<file path="config.mk">
export PLATFORM = sky130hd
export DESIGN_NAME = fgqe_top
export DESIGN_NICKNAME = d
export VERILOG_FILES = /design/src/include/fgqe_pkg.sv /design/src/verilog/fgqe_quad_decoder.sv /design/src/verilog/fgqe_top.sv
export SDC_FILE = /design/constraint.sdc
export NUM_CORES = 2
export LEC_CHECK = 0
export ABC_AREA = 0
export BUFFER_PORTS_ARGS = -buffer_cell sky130_fd_sc_hd__buf_2
export CORE_MARGIN = 3
export CORE_UTILIZATION = 50
export CTS_BUF_LIST = sky130_fd_sc_hd__clkbuf_8
export CTS_CLUSTER_DIAMETER = 120
export DETAILED_ROUTE_END_ITERATION = 6
export GPL_TIMING_DRIVEN = 0
export MAX_ROUTING_LAYER = met4
export PLACE_DENSITY_LB_ADDON = 0.1
export SLEW_MARGIN = 10
export SYNTH_ARGS = -nofsm -noshare
export SYNTH_HDL_FRONTEND = slang
export SYNTH_SLANG_ARGS = --single-unit
</file>
<file path="constraint.sdc">
create_clock -name sys_clk -period 25.7 [get_ports sys_clk]
set_input_delay 1.285 -clock sys_clk [delete_from_list [all_inputs] [get_ports sys_clk]]
set_output_delay 1.285 -clock sys_clk [all_outputs]
set_load 0.01 [all_outputs]
</file>
<file path="src/include/fgqe_pkg.sv">
// Shared constants and types for the feedback, gearing and quadrature emulation block.
// Assumes a 100 MHz single clock domain and a synchronous active-high reset.
package fgqe_pkg;
   localparam int          CLK_MHZ          = 100;
   localparam int          POS_W            = 19;
   localparam int          TURN_W           = 16;
   localparam int          SER_W            = 32;
   // Feedback type codes for the 24 V quadrature input and the resolver
   localparam logic [5:0]  FBT_QUAD24_STORE = 6'h0c;
   localparam logic [5:0]  FBT_QUAD24_SHAKE = 6'h10;
   localparam logic [5:0]  FBT_RESOLVER     = 6'h00;
   // Emulation function and gearing source codes
   localparam logic [4:0]  EMU_FN_QUAD      = 5'h09;
   localparam logic [4:0]  EMU_FN_SERIAL    = 5'h0a;
   localparam logic [4:0]  GEAR_STEPDIR24   = 5'h01;
   localparam logic [4:0]  GEAR_QUAD24      = 5'h02;
   localparam logic [4:0]  GEAR_SERIAL      = 5'h19;
   // Line count limits and reset count before multiplication, and the supply monitor bit
   localparam logic [19:0] LINES_RES_MIN    = 20'h00020;
   localparam logic [19:0] LINES_RES_MAX    = 20'h01000;
   localparam logic [19:0] LINES_ENC_MIN    = 20'h00100;
   localparam logic [19:0] LINES_ENC_MAX    = 20'h80000;
   localparam logic [19:0] LINES_SAFE_MAX   = 20'h01000;
   localparam logic [19:0] LINES_RESET      = 20'h00400;
   localparam int          SUPPLY_MON_BIT   = 20;
   // Least count period of the 24 V inputs: 100 kHz gives 10000 ns
   localparam int          QUAD24_PERIOD_NS = 10000;
   localparam int          QUAD24_PERIOD_CY = (QUAD24_PERIOD_NS * CLK_MHZ + 999) / 1000;
   typedef enum logic [3:0] {
      FGQE_ST_IDLE  = 4'b0001,
      FGQE_ST_LOAD  = 4'b0010,
      FGQE_ST_SHAKE = 4'b0100,
      FGQE_ST_RUN   = 4'b1000
   } fgqe_comm_t;
endpackage

</file>
<file path="src/verilog/fgqe_quad_decoder.sv">
// Quadrature and step/direction decoder for the fast digital inputs.
// Assumes raw pins from outside the clock domain; they are synchronised here.
`timescale 1ns/1ps
`default_nettype none
module fgqe_quad_decoder (
   input  wire logic        sys_clk,
   input  wire logic        sys_rst,
   input  wire logic        stepMode,
   input  wire logic        pinA,
   input  wire logic        pinB,
   output logic             countUp,
   output logic             countDown
);
   import fgqe_pkg::*;
   logic [2:0] syncA_q;
   logic [2:0] syncB_q;
   logic       stA_q;
   logic       stB_q;
   wire        agreeA = syncA_q[1] == syncA_q[2];
   wire        agreeB = syncB_q[1] == syncB_q[2];
   wire        newA   = agreeA ? syncA_q[2] : stA_q;
   wire        newB   = agreeB ? syncB_q[2] : stB_q;
   wire        chA    = newA != stA_q;
   wire        chB    = newB != stB_q;
   // Gray step direction: forward when new A differs from old B
   wire        qUp    = (chA ^ chB) && (newA ^ stB_q);
   wire        qDn    = (chA ^ chB) && !(newA ^ stB_q);
   wire        stepEd = newA && !stA_q;
   always_ff @(posedge sys_clk) begin
      if (sys_rst) begin
         syncA_q <= 3'h0;
         syncB_q <= 3'h0;
         stA_q   <= 1'b0;
         stB_q   <= 1'b0;
      end else begin
         syncA_q <= {syncA_q[1:0], pinA};
         syncB_q <= {syncB_q[1:0], pinB};
         stA_q   <= newA;
         stB_q   <= newB;
      end
   end
   // Step mode: A is step, B is direction
   assign countUp   = stepMode ? (stepEd && newB) : qUp;
   assign countDown = stepMode ? (stepEd && !newB) : qDn;
endmodule
`default_nettype wire

</file>
<file path="src/verilog/fgqe_top.sv">
// Position feedback, electronic gearing and A/B quadrature emulation of a servo drive.
// Assumes absolute shaft position arrives each cycle on the same clock; pins are async.
`timescale 1ns/1ps
`default_nettype none
// Function
// - Emulation drives A and B in quadrature, 90 degrees apart, plus zero pulse.
// - Zero pulse once per revolution, only while A and B are both high.
// - Line count 32..4096 with resolver, 2^8..2^19 with encoder.
// - With safety option only power-of-two counts up to 2^12 accepted.
// - Zero pulse offset moves pulse anywhere in a turn, taken from the input every cycle.
// - Default count rises for clockwise shaft rotation.
// - Emulated pulses come from the cyclic absolute shaft position.
// - After supply power-up, commutation start info obtained before position control.
// - Type 12 loads stored phase offset; type 16 runs wake-and-shake.
// - Hall plus quadrature: commutate from Hall, resolution from counts.
// - Serial absolute data decoded as Gray or binary by configuration.
// - Serial word holds up to 16 position bits and 16 turn bits.
// - Gearing follows a secondary source; pulses per revolution programmable.
// - Step/direction input has adjustable steps per revolution.
// - Serial master uses emulation function 10, slave uses gearing source 25.
// - Supply fault raised when monitoring enabled and supply unused; bit 20 set enables monitoring.
module fgqe_top (
   input  wire logic                    sys_clk,
   input  wire logic                    sys_rst,
   input  wire logic [fgqe_pkg::POS_W-1:0] shaftPosition,
   input  wire logic                    resolverFeedback,
   input  wire logic                    safetyFitted,
   input  wire logic                    countReverse,
   input  wire logic [19:0]             emulationLineCount,
   input  wire logic [fgqe_pkg::POS_W-1:0] zeroPulseOffset,
   input  wire logic [4:0]              emulationFunctionSelect,
   input  wire logic [5:0]              feedbackTypeSelect,
   input  wire logic [4:0]              gearingSourceSelect,
   input  wire logic [15:0]             gearPulsesPerRev,
   input  wire logic [31:0]             driveConfigWord,
   input  wire logic                    encoderSupplyOn,
   input  wire logic                    auxPowerUp,
   input  wire logic [15:0]             storedPhaseOffset,
   input  wire logic                    shakeDone,
   input  wire logic [15:0]             shakePhaseOffset,
   input  wire logic                    fastIn1,
   input  wire logic                    fastIn2,
   input  wire logic [2:0]              hallState,
   input  wire logic                    serialValid,
   input  wire logic [fgqe_pkg::SER_W-1:0] serialWord,
   input  wire logic                    serialGray,
   output logic                         emuA,
   output logic                         emuB,
   output logic                         zeroPulse,
   output logic                         lineCountAccepted,
   output logic                         shakeStart,
   output logic                         positionControlReady,
   output logic [15:0]                  commutationPhaseOffset,
   output logic [2:0]                   commutationHall,
   output logic [31:0]                  gearSetpoint,
   output logic [15:0]                  serialPosition,
   output logic [15:0]                  serialTurns,
   output logic                         feedbackSupplyFault
);
   import fgqe_pkg::*;

   function automatic logic [15:0] gray2bin(input logic [15:0] g);
      logic [15:0] b;
      b = 16'h0000;
      b[15] = g[15];
      for (int i = 14; i >= 0; i--) begin
         b[i] = b[i+1] ^ g[i];
      end
      return b;
   endfunction

   function automatic logic isPow2(input logic [19:0] v);
      return (v != 20'h00000) && ((v & (v - 20'h00001)) == 20'h00000);
   endfunction

   // Line count check
   wire lcRange = resolverFeedback
      ? (emulationLineCount >= LINES_RES_MIN && emulationLineCount <= LINES_RES_MAX)
      : (emulationLineCount >= LINES_ENC_MIN && emulationLineCount <= LINES_ENC_MAX);
   wire lcSafe  = !safetyFitted
      || (isPow2(emulationLineCount) && emulationLineCount <= LINES_SAFE_MAX);
   wire lcOk    = lcRange && lcSafe;

   logic [19:0]      lines_q;
   logic [POS_W-1:0] offset_q;
   logic [21:0]      emuCount_q;
   logic [1:0]       phase_q;
   logic             zero_q;
   logic             accepted_q;

   // Shaft position shifted by the zero offset, then scaled to quarter-lines
   wire [POS_W-1:0] relPos  = shaftPosition - offset_q;
   wire [POS_W-1:0] dirPos  = countReverse ? (POS_W'(0) - relPos) : relPos;
   wire [40:0]      scaled  = {22'h0, dirPos} * {19'h0, lines_q, 2'b00};
   wire [21:0]      quarter = scaled[40:19];
   wire [21:0]      perTurn = {lines_q, 2'b00};
   // Distance to target modulo one turn; the shorter way round wins, so a wrap steps one count across zero
   wire [21:0]      diffRaw = quarter - emuCount_q;
   wire [21:0]      diff    = (quarter >= emuCount_q) ? diffRaw : diffRaw + perTurn;
   wire             fwd     = (diff != 22'h0) && (diff < {1'b0, perTurn[21:1]});
   wire             bwd     = (diff != 22'h0) && !fwd;
   wire [1:0]       phaseUp = phase_q + 2'h1;
   wire [1:0]       phaseDn = phase_q - 2'h1;
   wire [21:0]      cntUp   = (emuCount_q[21:0] + 22'h1 >= perTurn) ? 22'h0
                                                                    : emuCount_q[21:0] + 22'h1;
   wire [21:0]      cntDn   = (emuCount_q[21:0] == 22'h0) ? perTurn - 22'h1
                                                          : emuCount_q[21:0] - 22'h1;
   wire [21:0]      cntNext = fwd ? cntUp : (bwd ? cntDn : emuCount_q[21:0]);
   // Quadrature state 2 is A=B=1; zero lands on the first line of the turn
   wire             zeroD   = (cntNext == 22'h2);

   always_ff @(posedge sys_clk) begin
      if (sys_rst) begin
         lines_q    <= LINES_RESET;
         offset_q   <= '0;
         accepted_q <= 1'b0;
      end else begin
         offset_q <= zeroPulseOffset;
         accepted_q <= lcOk;
         if (lcOk) begin
            lines_q <= emulationLineCount;
         end
      end
   end

   // One quadrature step per cycle at most, so no edge is skipped
   always_ff @(posedge sys_clk) begin
      if (sys_rst) begin
         emuCount_q <= '0;
         phase_q    <= 2'h0;
         zero_q     <= 1'b0;
      end else begin
         emuCount_q <= cntNext;
         if (fwd) begin
            phase_q <= phaseUp;
         end else if (bwd) begin
            phase_q <= phaseDn;
         end
         zero_q <= zeroD && (emulationFunctionSelect == EMU_FN_QUAD);
      end
   end

   // Phase 0:00 1:10 2:11 3:01 gives A leading B by 90 degrees
   always_ff @(posedge sys_clk) begin
      if (sys_rst) begin
         emuA <= 1'b0;
         emuB <= 1'b0;
      end else begin
         emuA <= (emulationFunctionSelect == EMU_FN_QUAD) && (phase_q[1] ^ phase_q[0]);
         emuB <= (emulationFunctionSelect == EMU_FN_QUAD) && phase_q[1];
      end
   end
   assign zeroPulse         = zero_q && emuA && emuB;
   assign lineCountAccepted = accepted_q;

   // Commutation start sequence
   fgqe_comm_t state_q;
   fgqe_comm_t state_d;
   logic [15:0] phaseOff_q;
   logic        ready_q;
   always_comb begin
      state_d = state_q;
      case (state_q)
         FGQE_ST_IDLE: begin
            if (feedbackTypeSelect == FBT_QUAD24_SHAKE) begin
               state_d = FGQE_ST_SHAKE;
            end else begin
               state_d = FGQE_ST_LOAD;
            end
         end
         FGQE_ST_LOAD:  state_d = FGQE_ST_RUN;
         FGQE_ST_SHAKE: begin
            if (shakeDone) begin
               state_d = FGQE_ST_RUN;
            end
         end
         FGQE_ST_RUN:   state_d = FGQE_ST_RUN;
         default:       state_d = FGQE_ST_IDLE;
      endcase
      if (auxPowerUp) begin
         state_d = FGQE_ST_IDLE;
      end
   end
   always_ff @(posedge sys_clk) begin
      if (sys_rst) begin
         state_q    <= FGQE_ST_IDLE;
         phaseOff_q <= 16'h0000;
         ready_q    <= 1'b0;
      end else begin
         state_q <= state_d;
         ready_q <= (state_d == FGQE_ST_RUN);
         if (state_q == FGQE_ST_LOAD) begin
            phaseOff_q <= storedPhaseOffset;
         end else if (state_q == FGQE_ST_SHAKE && shakeDone) begin
            phaseOff_q <= shakePhaseOffset;
         end
      end
   end
   assign shakeStart             = (state_q == FGQE_ST_SHAKE);
   assign positionControlReady   = ready_q;
   assign commutationPhaseOffset = phaseOff_q;

   // Hall states pass three stages for commutation
   logic [2:0] hallS1_q;
   logic [2:0] hallS2_q;
   logic [2:0] hallS3_q;
   logic [2:0] hall_q;
   always_ff @(posedge sys_clk) begin
      if (sys_rst) begin
         hallS1_q <= 3'h0;
         hallS2_q <= 3'h0;
         hallS3_q <= 3'h0;
         hall_q   <= 3'h0;
      end else begin
         hallS1_q <= hallState;
         hallS2_q <= hallS1_q;
         hallS3_q <= hallS2_q;
         if (hallS2_q == hallS3_q) begin
            hall_q <= hallS3_q;
         end
      end
   end
   assign commutationHall = hall_q;

   // Fast inputs: quadrature or step/direction, driven by the external source
   logic cntUp24;
   logic cntDn24;
   fgqe_quad_decoder uDecoder (
      .sys_clk   (sys_clk),
      .sys_rst   (sys_rst),
      .stepMode  (gearingSourceSelect == GEAR_STEPDIR24),
      .pinA      (fastIn1),
      .pinB      (fastIn2),
      .countUp   (cntUp24),
      .countDown (cntDn24)
   );

   // Serial absolute word: turns in upper half, position in lower half
   logic [15:0] serPos_q;
   logic [15:0] serTurn_q;
   wire  [15:0] serPosD  = serialGray ? gray2bin(serialWord[15:0])  : serialWord[15:0];
   wire  [15:0] serTurnD = serialGray ? gray2bin(serialWord[31:16]) : serialWord[31:16];
   always_ff @(posedge sys_clk) begin
      if (sys_rst) begin
         serPos_q  <= 16'h0000;
         serTurn_q <= 16'h0000;
      end else if (serialValid) begin
         serPos_q  <= serPosD;
         serTurn_q <= serTurnD;
      end
   end
   assign serialPosition = serPos_q;
   assign serialTurns    = serTurn_q;

   // Gearing setpoint: counts scaled to pulses per revolution
   logic [31:0] gear_q;
   logic [15:0] pulse_q;
   wire  [15:0] ppr      = (gearPulsesPerRev == 16'h0) ? 16'h1 : gearPulsesPerRev;
   wire         gearCnt  = (gearingSourceSelect == GEAR_QUAD24)
                        || (gearingSourceSelect == GEAR_STEPDIR24);
   wire         pulseEnd = (pulse_q + 16'h1 == ppr);
   always_ff @(posedge sys_clk) begin
      if (sys_rst) begin
         gear_q  <= 32'h0;
         pulse_q <= 16'h0;
      end else if (gearingSourceSelect == GEAR_SERIAL) begin
         gear_q <= {serTurn_q, serPos_q};
      end else if (gearCnt && cntUp24) begin
         pulse_q <= pulseEnd ? 16'h0 : pulse_q + 16'h1;
         gear_q  <= gear_q + {16'h0, pulseEnd, 15'h0};
      end else if (gearCnt && cntDn24) begin
         pulse_q <= (pulse_q == 16'h0) ? ppr - 16'h1 : pulse_q - 16'h1;
         gear_q  <= gear_q - {16'h0, (pulse_q == 16'h0), 15'h0};
      end
   end
   assign gearSetpoint = gear_q;

   // Supply monitoring
   logic fault_q;
   always_ff @(posedge sys_clk) begin
      if (sys_rst) begin
         fault_q <= 1'b0;
      end else begin
         fault_q <= driveConfigWord[SUPPLY_MON_BIT] && !encoderSupplyOn;
      end
   end
   assign feedbackSupplyFault = fault_q;
endmodule
`default_nettype wire

</file>
* Yosys cells after proc, flatten, opt, wreduce, memory -nomap -nowiden
Cells that the tools add are included.
** Word-level totals
- Flip-flop bits (word level) :: 189
- Bits of input ports :: 201
- Output and inout port bits :: 90
- Logic and storage cells :: 169
** Cells by class
- Add/subtract/negate cells :: 15
- $mul :: 1
- $lt $le $gt $ge :: 7
- Eq/ne operators :: 17
- Multiplexer cells :: 29
- Bitwise operators :: 35
- Reduce and logical (&&, ||, !) cells :: 41
** Operators by type and width (number)
- 2-to-1 mux 16 bit :: 7
- 2-to-1 mux 22 bit :: 5
- 2-to-1 mux 32 bit :: 3
- greater-or-equal comparator 22 bit :: 2
- subtractor 22 x 1 -> 22 bit, second input constant :: 2
- multiplier 19 x 20 -> 39 bit :: 1
- XOR 1 bit :: 33
- adder 32 x 16 -> 32 bit :: 1
- zero test 16 bit :: 2
- subtractor 16 x 1 -> 16 bit, second input constant :: 2
- subtractor 32 x 16 -> 32 bit :: 1
- 2-to-1 mux 15 bit :: 2
- adder 22 x 1 -> 22 bit, second input constant :: 1
- adder 22 bit :: 1
- == test 22 x 2 -> 1 bit, second input constant :: 1
- zero test 22 bit :: 1
- less-than comparator 22 x 21 -> 1 bit :: 1
- nonzero test 22 bit :: 1
- subtractor 22 bit :: 1
- logical AND 1 bit :: 21
- AND 20 bit :: 1
- greater-or-equal comparator 20 x 6 -> 1 bit, second input constant :: 1
- greater-or-equal comparator 20 x 9 -> 1 bit, second input constant :: 1
- less-or-equal comparator 20 x 13 -> 1 bit, second input constant :: 1
- 35 further kinds :: 52

* Logic depth before layout (Yosys ltp)
- Word-level depth :: 16
- Mapped depth :: 73
- Depth with buffers taken out :: 70

* By module
From an unflattened synthesis, not the netlist that was laid out.
** Second synthesis, totals
- Cells, all modules :: 3363
- Area, all modules :: 27167.3 sq um
** Modules (own cells, without submodules)
- fgqe_top :: instances 1, cells an instance 3332, area an instance 26848.2 sq um, sequential area each 3623.5 sq um
- fgqe_quad_decoder :: instances 1, cells an instance 31, area an instance 319.1 sq um, sequential area each 160.2 sq um

* Worst setup path before layout
No wires, ideal clock.
- Path type :: input port to flip-flop
- Start point :: in shaftPosition[0] (netlist name)
- End point :: reg zero_q
- Data arrival time :: 15.092 ns
- Required time :: 25.612 ns
- Slack :: 10.520 ns
- Stages on the path :: 62
- Cell sequence :: inv_1 > ha_1 > fa_1 > nor2b_1 > o21ai_0 > a21boi_1 > o21a_1 > o21ai_1 > a21oi_1 > or3_1 > a2111o_1 > nor4_1 > nand4b_1 > o41ai_1 > xnor2_1 > clkbuf_1 > nand2_1 > fa_1 > (+26 left out) > ha_1 > and2_1 > o211ai_1 > a21boi_1 > mux2_2 > o32a_1 > ha_1 > a2111oi_0 > a21oi_1 > nor2_1 > o31ai_1 > nor3_2 > clkbuf_1 > clkbuf_1 > o32ai_1 > a21oi_1 > nand4_1 > nor4_2
** Between the ends
- Longest elaborated chain between the ends :: 15
- Elaborated cells on any way between the ends :: 17
- Those cells by class :: 4 x add/sub; 1 x mul; 2 x order compare; 1 x eq/ne; 4 x mux; 5 x reduce/logical
** Ends and longest elaborated chain
- start: declaration :: line fgqe_top.sv:25 : input wire logic [fgqe_pkg::POS_W-1:0] shaftPosition,
- subtractor 19 bit * :: line fgqe_top.sv:92 : wire [POS_W-1:0] relPos = shaftPosition - offset_q;
- subtractor 1 x 19 -> 19 bit :: line fgqe_top.sv:93 : wire [POS_W-1:0] dirPos = countReverse ? (POS_W'(0) - relPos) : relPos;
- 2-to-1 mux 19 bit * :: line fgqe_top.sv:93
- multiplier 19 x 20 -> 39 bit * :: line fgqe_top.sv:94 : wire [40:0] scaled = {22'h0, dirPos} * {19'h0, lines_q, 2'b00};
- subtractor 22 bit :: line fgqe_top.sv:98 : wire [21:0] diffRaw = quarter - emuCount_q;
- adder 22 bit :: line fgqe_top.sv:99 : wire [21:0] diff = (quarter >= emuCount_q) ? diffRaw : diffRaw + perTurn;
- 2-to-1 mux 22 bit * :: line fgqe_top.sv:99
- less-than comparator 22 x 21 -> 1 bit / nonzero test 22 bit (equally long branches) :: line fgqe_top.sv:100, fgqe_top.sv:101
- logical AND 1 bit :: line fgqe_top.sv:100 : wire fwd = (diff != 22'h0) && (diff < {1'b0, perTurn[21:1]});
- zero test 1 bit :: line fgqe_top.sv:101 : wire bwd = (diff != 22'h0) && !fwd;
- logical AND 1 bit :: line fgqe_top.sv:101
- 2-to-1 mux 22 bit :: line fgqe_top.sv:108 : wire [21:0] cntNext = fwd ? cntUp : (bwd ? cntDn : emuCount_q[21:0]);
- 2-to-1 mux 22 bit * :: line fgqe_top.sv:108
- == test 22 x 2 -> 1 bit * :: line fgqe_top.sv:110 : wire zeroD = (cntNext == 22'h2);
- logical AND 1 bit * :: line fgqe_top.sv:139 : zero_q <= zeroD && (emulationFunctionSelect == EMU_FN_QUAD);
- end signal: assignment :: line fgqe_top.sv:139
- end: declaration :: line fgqe_top.sv:88 : logic zero_q;
Mark *: on every way between the ends. The rest lies on a longest branch, timed or not.
A chain may end at the register's enable or synchronous reset.

* Worst setup path in the final report
Same ends and word-level chain as after synthesis.

==> parameters.txt <==
Parameter                              Value

Min path
  Class of the worst hold path ... flip-flop to flip-flop

Timing
  Achievable frequency ... 0.0541 GHz
  Final-layout worst hold slack ... about 0.45 ns
  Period utilization ... 0.720
  Aggregate negative setup slack ... 0 ns
  Worst setup slack after layout ... roughly 7 ns
  Layout Skew ... between 0.02 and 0.03 ns
  Slew at the pin closest to its max-slew limit ... 1.02 ns
  RSZ-0062 raised after global routing ... false
  Number of endpoints with negative hold slack in the final report ... 0
  Final count of pins violating max slew ... 0
  Number of setup violations in the final report ... 0
  Tightest slew margin relative to the limit ... 0.321
  Time the worst path needs with I/O delays and setup ... roughly 18 ns

GRT
  Largest net degree at the start of global routing ... 23
  Overflow after GRT ... 0
  Number of antenna violations at the first check in global routing ... 6
  Number of global-route vias before repair ... 25953
  Gr usage total ... 0.349
  First-pass GRT wire length ... approximately 150 mm

Run status
  Run status ... finished with violations
  Failing checks ... design-rule violations

Yosys
  Register bit count reported by yosys ... between 150 and 200
  Top FF cell, synth ... sky130_fd_sc_hd__dfxtp_1
  Leading post-synthesis cells by cell area ... sky130_fd_sc_hd__fa_1, sky130_fd_sc_hd__dfxtp_1, sky130_fd_sc_hd__ha_1
  Proportion of synthesized chip area in sequential cells ... 0.138
  Yosys Warn Count ... 0
  Number of instances in the synthesized netlist ... 3398
  Yosys top cell area share ... 0.224
  Synthesized netlist net count ... 4149
  Distinct cell type count of the synthesized netlist ... 89
  Number of enable flip-flop cells after synthesis ... 0
  Cell with the most instances after synthesis ... sky130_fd_sc_hd__inv_1
  Leading cell types by count after synthesis ... sky130_fd_sc_hd__inv_1, sky130_fd_sc_hd__nand2_1, sky130_fd_sc_hd__nor2_1
  Average instance area after synthesis ... 8.09 um2
  Proportion of register bits with asynchronous set or reset after synthesis ... 0
  Post-synthesis cell type with the largest combined area ... sky130_fd_sc_hd__fa_1
  Mapped cell area ... 0.0275 mm2

Setup path
  Crit-path most repeated cell ... sky130_fd_sc_hd__fa_1
  Data arrival time of the critical path ... between 15 and 20 ns
  Critical path class ... input pin to flip-flop
  Slowest library cell on the worst path ... sky130_fd_sc_hd__fa_1
  Capturing element type of the critical path ... flip-flop
  Critical path's largest stage delay ... 0.62 ns
  Kind of start point of the critical path ... input pin
  CP Data Required Time ... ~26 ns
  Peak fanout along the critical path ... 10

Clock tree
  Clock tree root driver cell ... sky130_fd_sc_hd__clkbuf_8
  Latest clock arrival within the worst-skew pair ... slightly below 0.6 ns
  Number of hold buffers added after cts ... 0
  Num Clock Sinks ... 189
  CTS tree ... built
  TritonCTS buffer count ... 17
  Post-CTS Resized ... 0
  Clock Pin Slew Worst Setup and Hold Paths ... approximately 0.13 ns
  Post-CTS Setup Bufs ... 0
  Number of H-tree levels ... 4
  Maximum root-to-sink buffer count ... 2

Cells and area
  Final nets ... approximately 4400
  Signed area change from the synthesized netlist to the final layout ... 9.61%
  Post-route non-filler standard cell count ... 4389
  Layout cell share with drive strength beyond 1 ... 0.0928
  Filler instances ... roughly 5200

Route
  Post-DR vias/cell ... roughly 5.8
  Number of nets with antenna violations after routing ... 0
  Remaining DRCs ... 5
  Sum of routed wire length over all layers ... 96.8 mm
  Wirelength per Cell ... 22.1 um
  Number of design-rule violations left by the first detailed-router iteration ... 1966
  Number of detailed-routing iterations run before antenna repair ... 7
  Vias ... approximately 26000

Floorplan
  Die Outline Area ... 0.0579 mm2
  Core region area ... 0.0541 mm2
  Starting utilization of the core area ... 0.508
  Number of core rows ... 85
  Vert. Die Dim ... 241 um
  Boundary Pins ... 291
  Die W ... 241 um

Place
  Worst Setup Slack post-DPL ... approximately 7 ns
  RD Place Congestion ... 1.02
  Number of buffers inserted by port buffering ... 255
  Instance count after placement with tap cells included ... 4350
  HPWL after DPL ... between 70 and 80 mm

Job
  Number of maximum-capacitance violations ... 0
[sequential cells by signal, indices dropped and copies added (netlist names), 4 cells and up]
name,cells
gearSetpoint,32
offset_q,19
commutationPhaseOffset,16
serialPosition,16
emuCount_q,22
pulse_q,16
lines_q,20
serialTurns,16
state_q,4
[worst max-delay path, delay by kind of cell]
family                   cells  cell delay [ns]
buffers and inverters        9             2.06
adder cells (fa/ha/maj)     12             5.21
AO/OA/AOI/OAI               20             4.69
XOR/XNOR                     2             0.49
AND/OR/NAND/NOR             24             5.21
[final cells by class]
| cell class | instances | area (um2) | area share |
|---|---|---|---|
| clock buffers | 17 | 234 | 0.00776 |
| flip-flops and latches | 189 | 3780 | 0.126 |
| diodes | 7 | 17.5 | 0.000581 |
| repair buffers | 256 | 1280 | 0.0426 |
| well taps | 696 | 871 | 0.0289 |
| multi-input cells | 2546 | 21200 | 0.704 |
| inverters | 493 | 1850 | 0.0614 |
| clock inverters | 15 | 230 | 0.00764 |
| plain buffers | 170 | 661 | 0.0219 |
[cell families (layout without fill, tap and decap cells)]
kind of cell               after synthesis  after routing  synth area share
DFF                                    189            189             0.138
other                                    0              7                 0
and+or+nand+nor                       1132           1132             0.196
AOI/OAI and AO/OA                      556            556             0.139
xor gates and xnor gates               237            237            0.0755
muxes                                   67             67            0.0250
buffers and inverters                  663            951            0.0913
adders and majority gates              554            554             0.336
[stage by stage]
| step | util | instance area (um2) |
|---|---|---|
| global route | 0.557 | 30100 |
| floorplan | - | 27500 |
| finish | 0.557 | 30100 |
| detailed placement | 0.548 | 29700 |
| CTS | 0.557 | 30100 |
| global placement | 0.548 | 29700 |
[cell usage in the layout (no fill, tap or decap), drive strengths merged, types with 38 or more instances in the layout]
cell type / Yosys / routed
ha: 242 / 242
o21ai: 101 / 101
clkbuf: 161 / 178
buf: 9 / 265
a211oi: 58 / 58
nand3: 41 / 41
and2: 88 / 88
a21oi: 128 / 128
dfxtp: 189 / 189
nor2b: 68 / 68
fa: 308 / 308
nor4: 38 / 38
mux2i: 53 / 53
nand2: 351 / 351
xnor2: 169 / 169
nor3: 51 / 51
nor2: 331 / 331
inv: 485 / 492
xor2: 68 / 68
[worst paths after layout]
check,from,endpoint,slack (ns),depth (start not counted)
hold reg to reg,hallS1_q[2]$_SDFF_PP0_,hallS2_q[2]$_SDFF_PP0_,0.45,1
setup / recovery,shaftPosition[0],zero_q$_SDFF_PP0_,7.20,67
hold / removal,hallS1_q[2]$_SDFF_PP0_,hallS2_q[2]$_SDFF_PP0_,0.45,1
setup reg to reg,offset_q[1]$_SDFF_PP0_,zero_q$_SDFF_PP0_,7.70,65
[routing by layer]
metal  track usage  vias up  wire, um
li1              -    11771         -
met1         0.439    12527     39500
met2         0.560     1144     45000
met3        0.0676      208      8450
met4         0.128        0      3930
met5             -        -         0
Power is not shown: default switching activity piles up to over one toggle a cycle in this logic, so the estimate is an artifact.
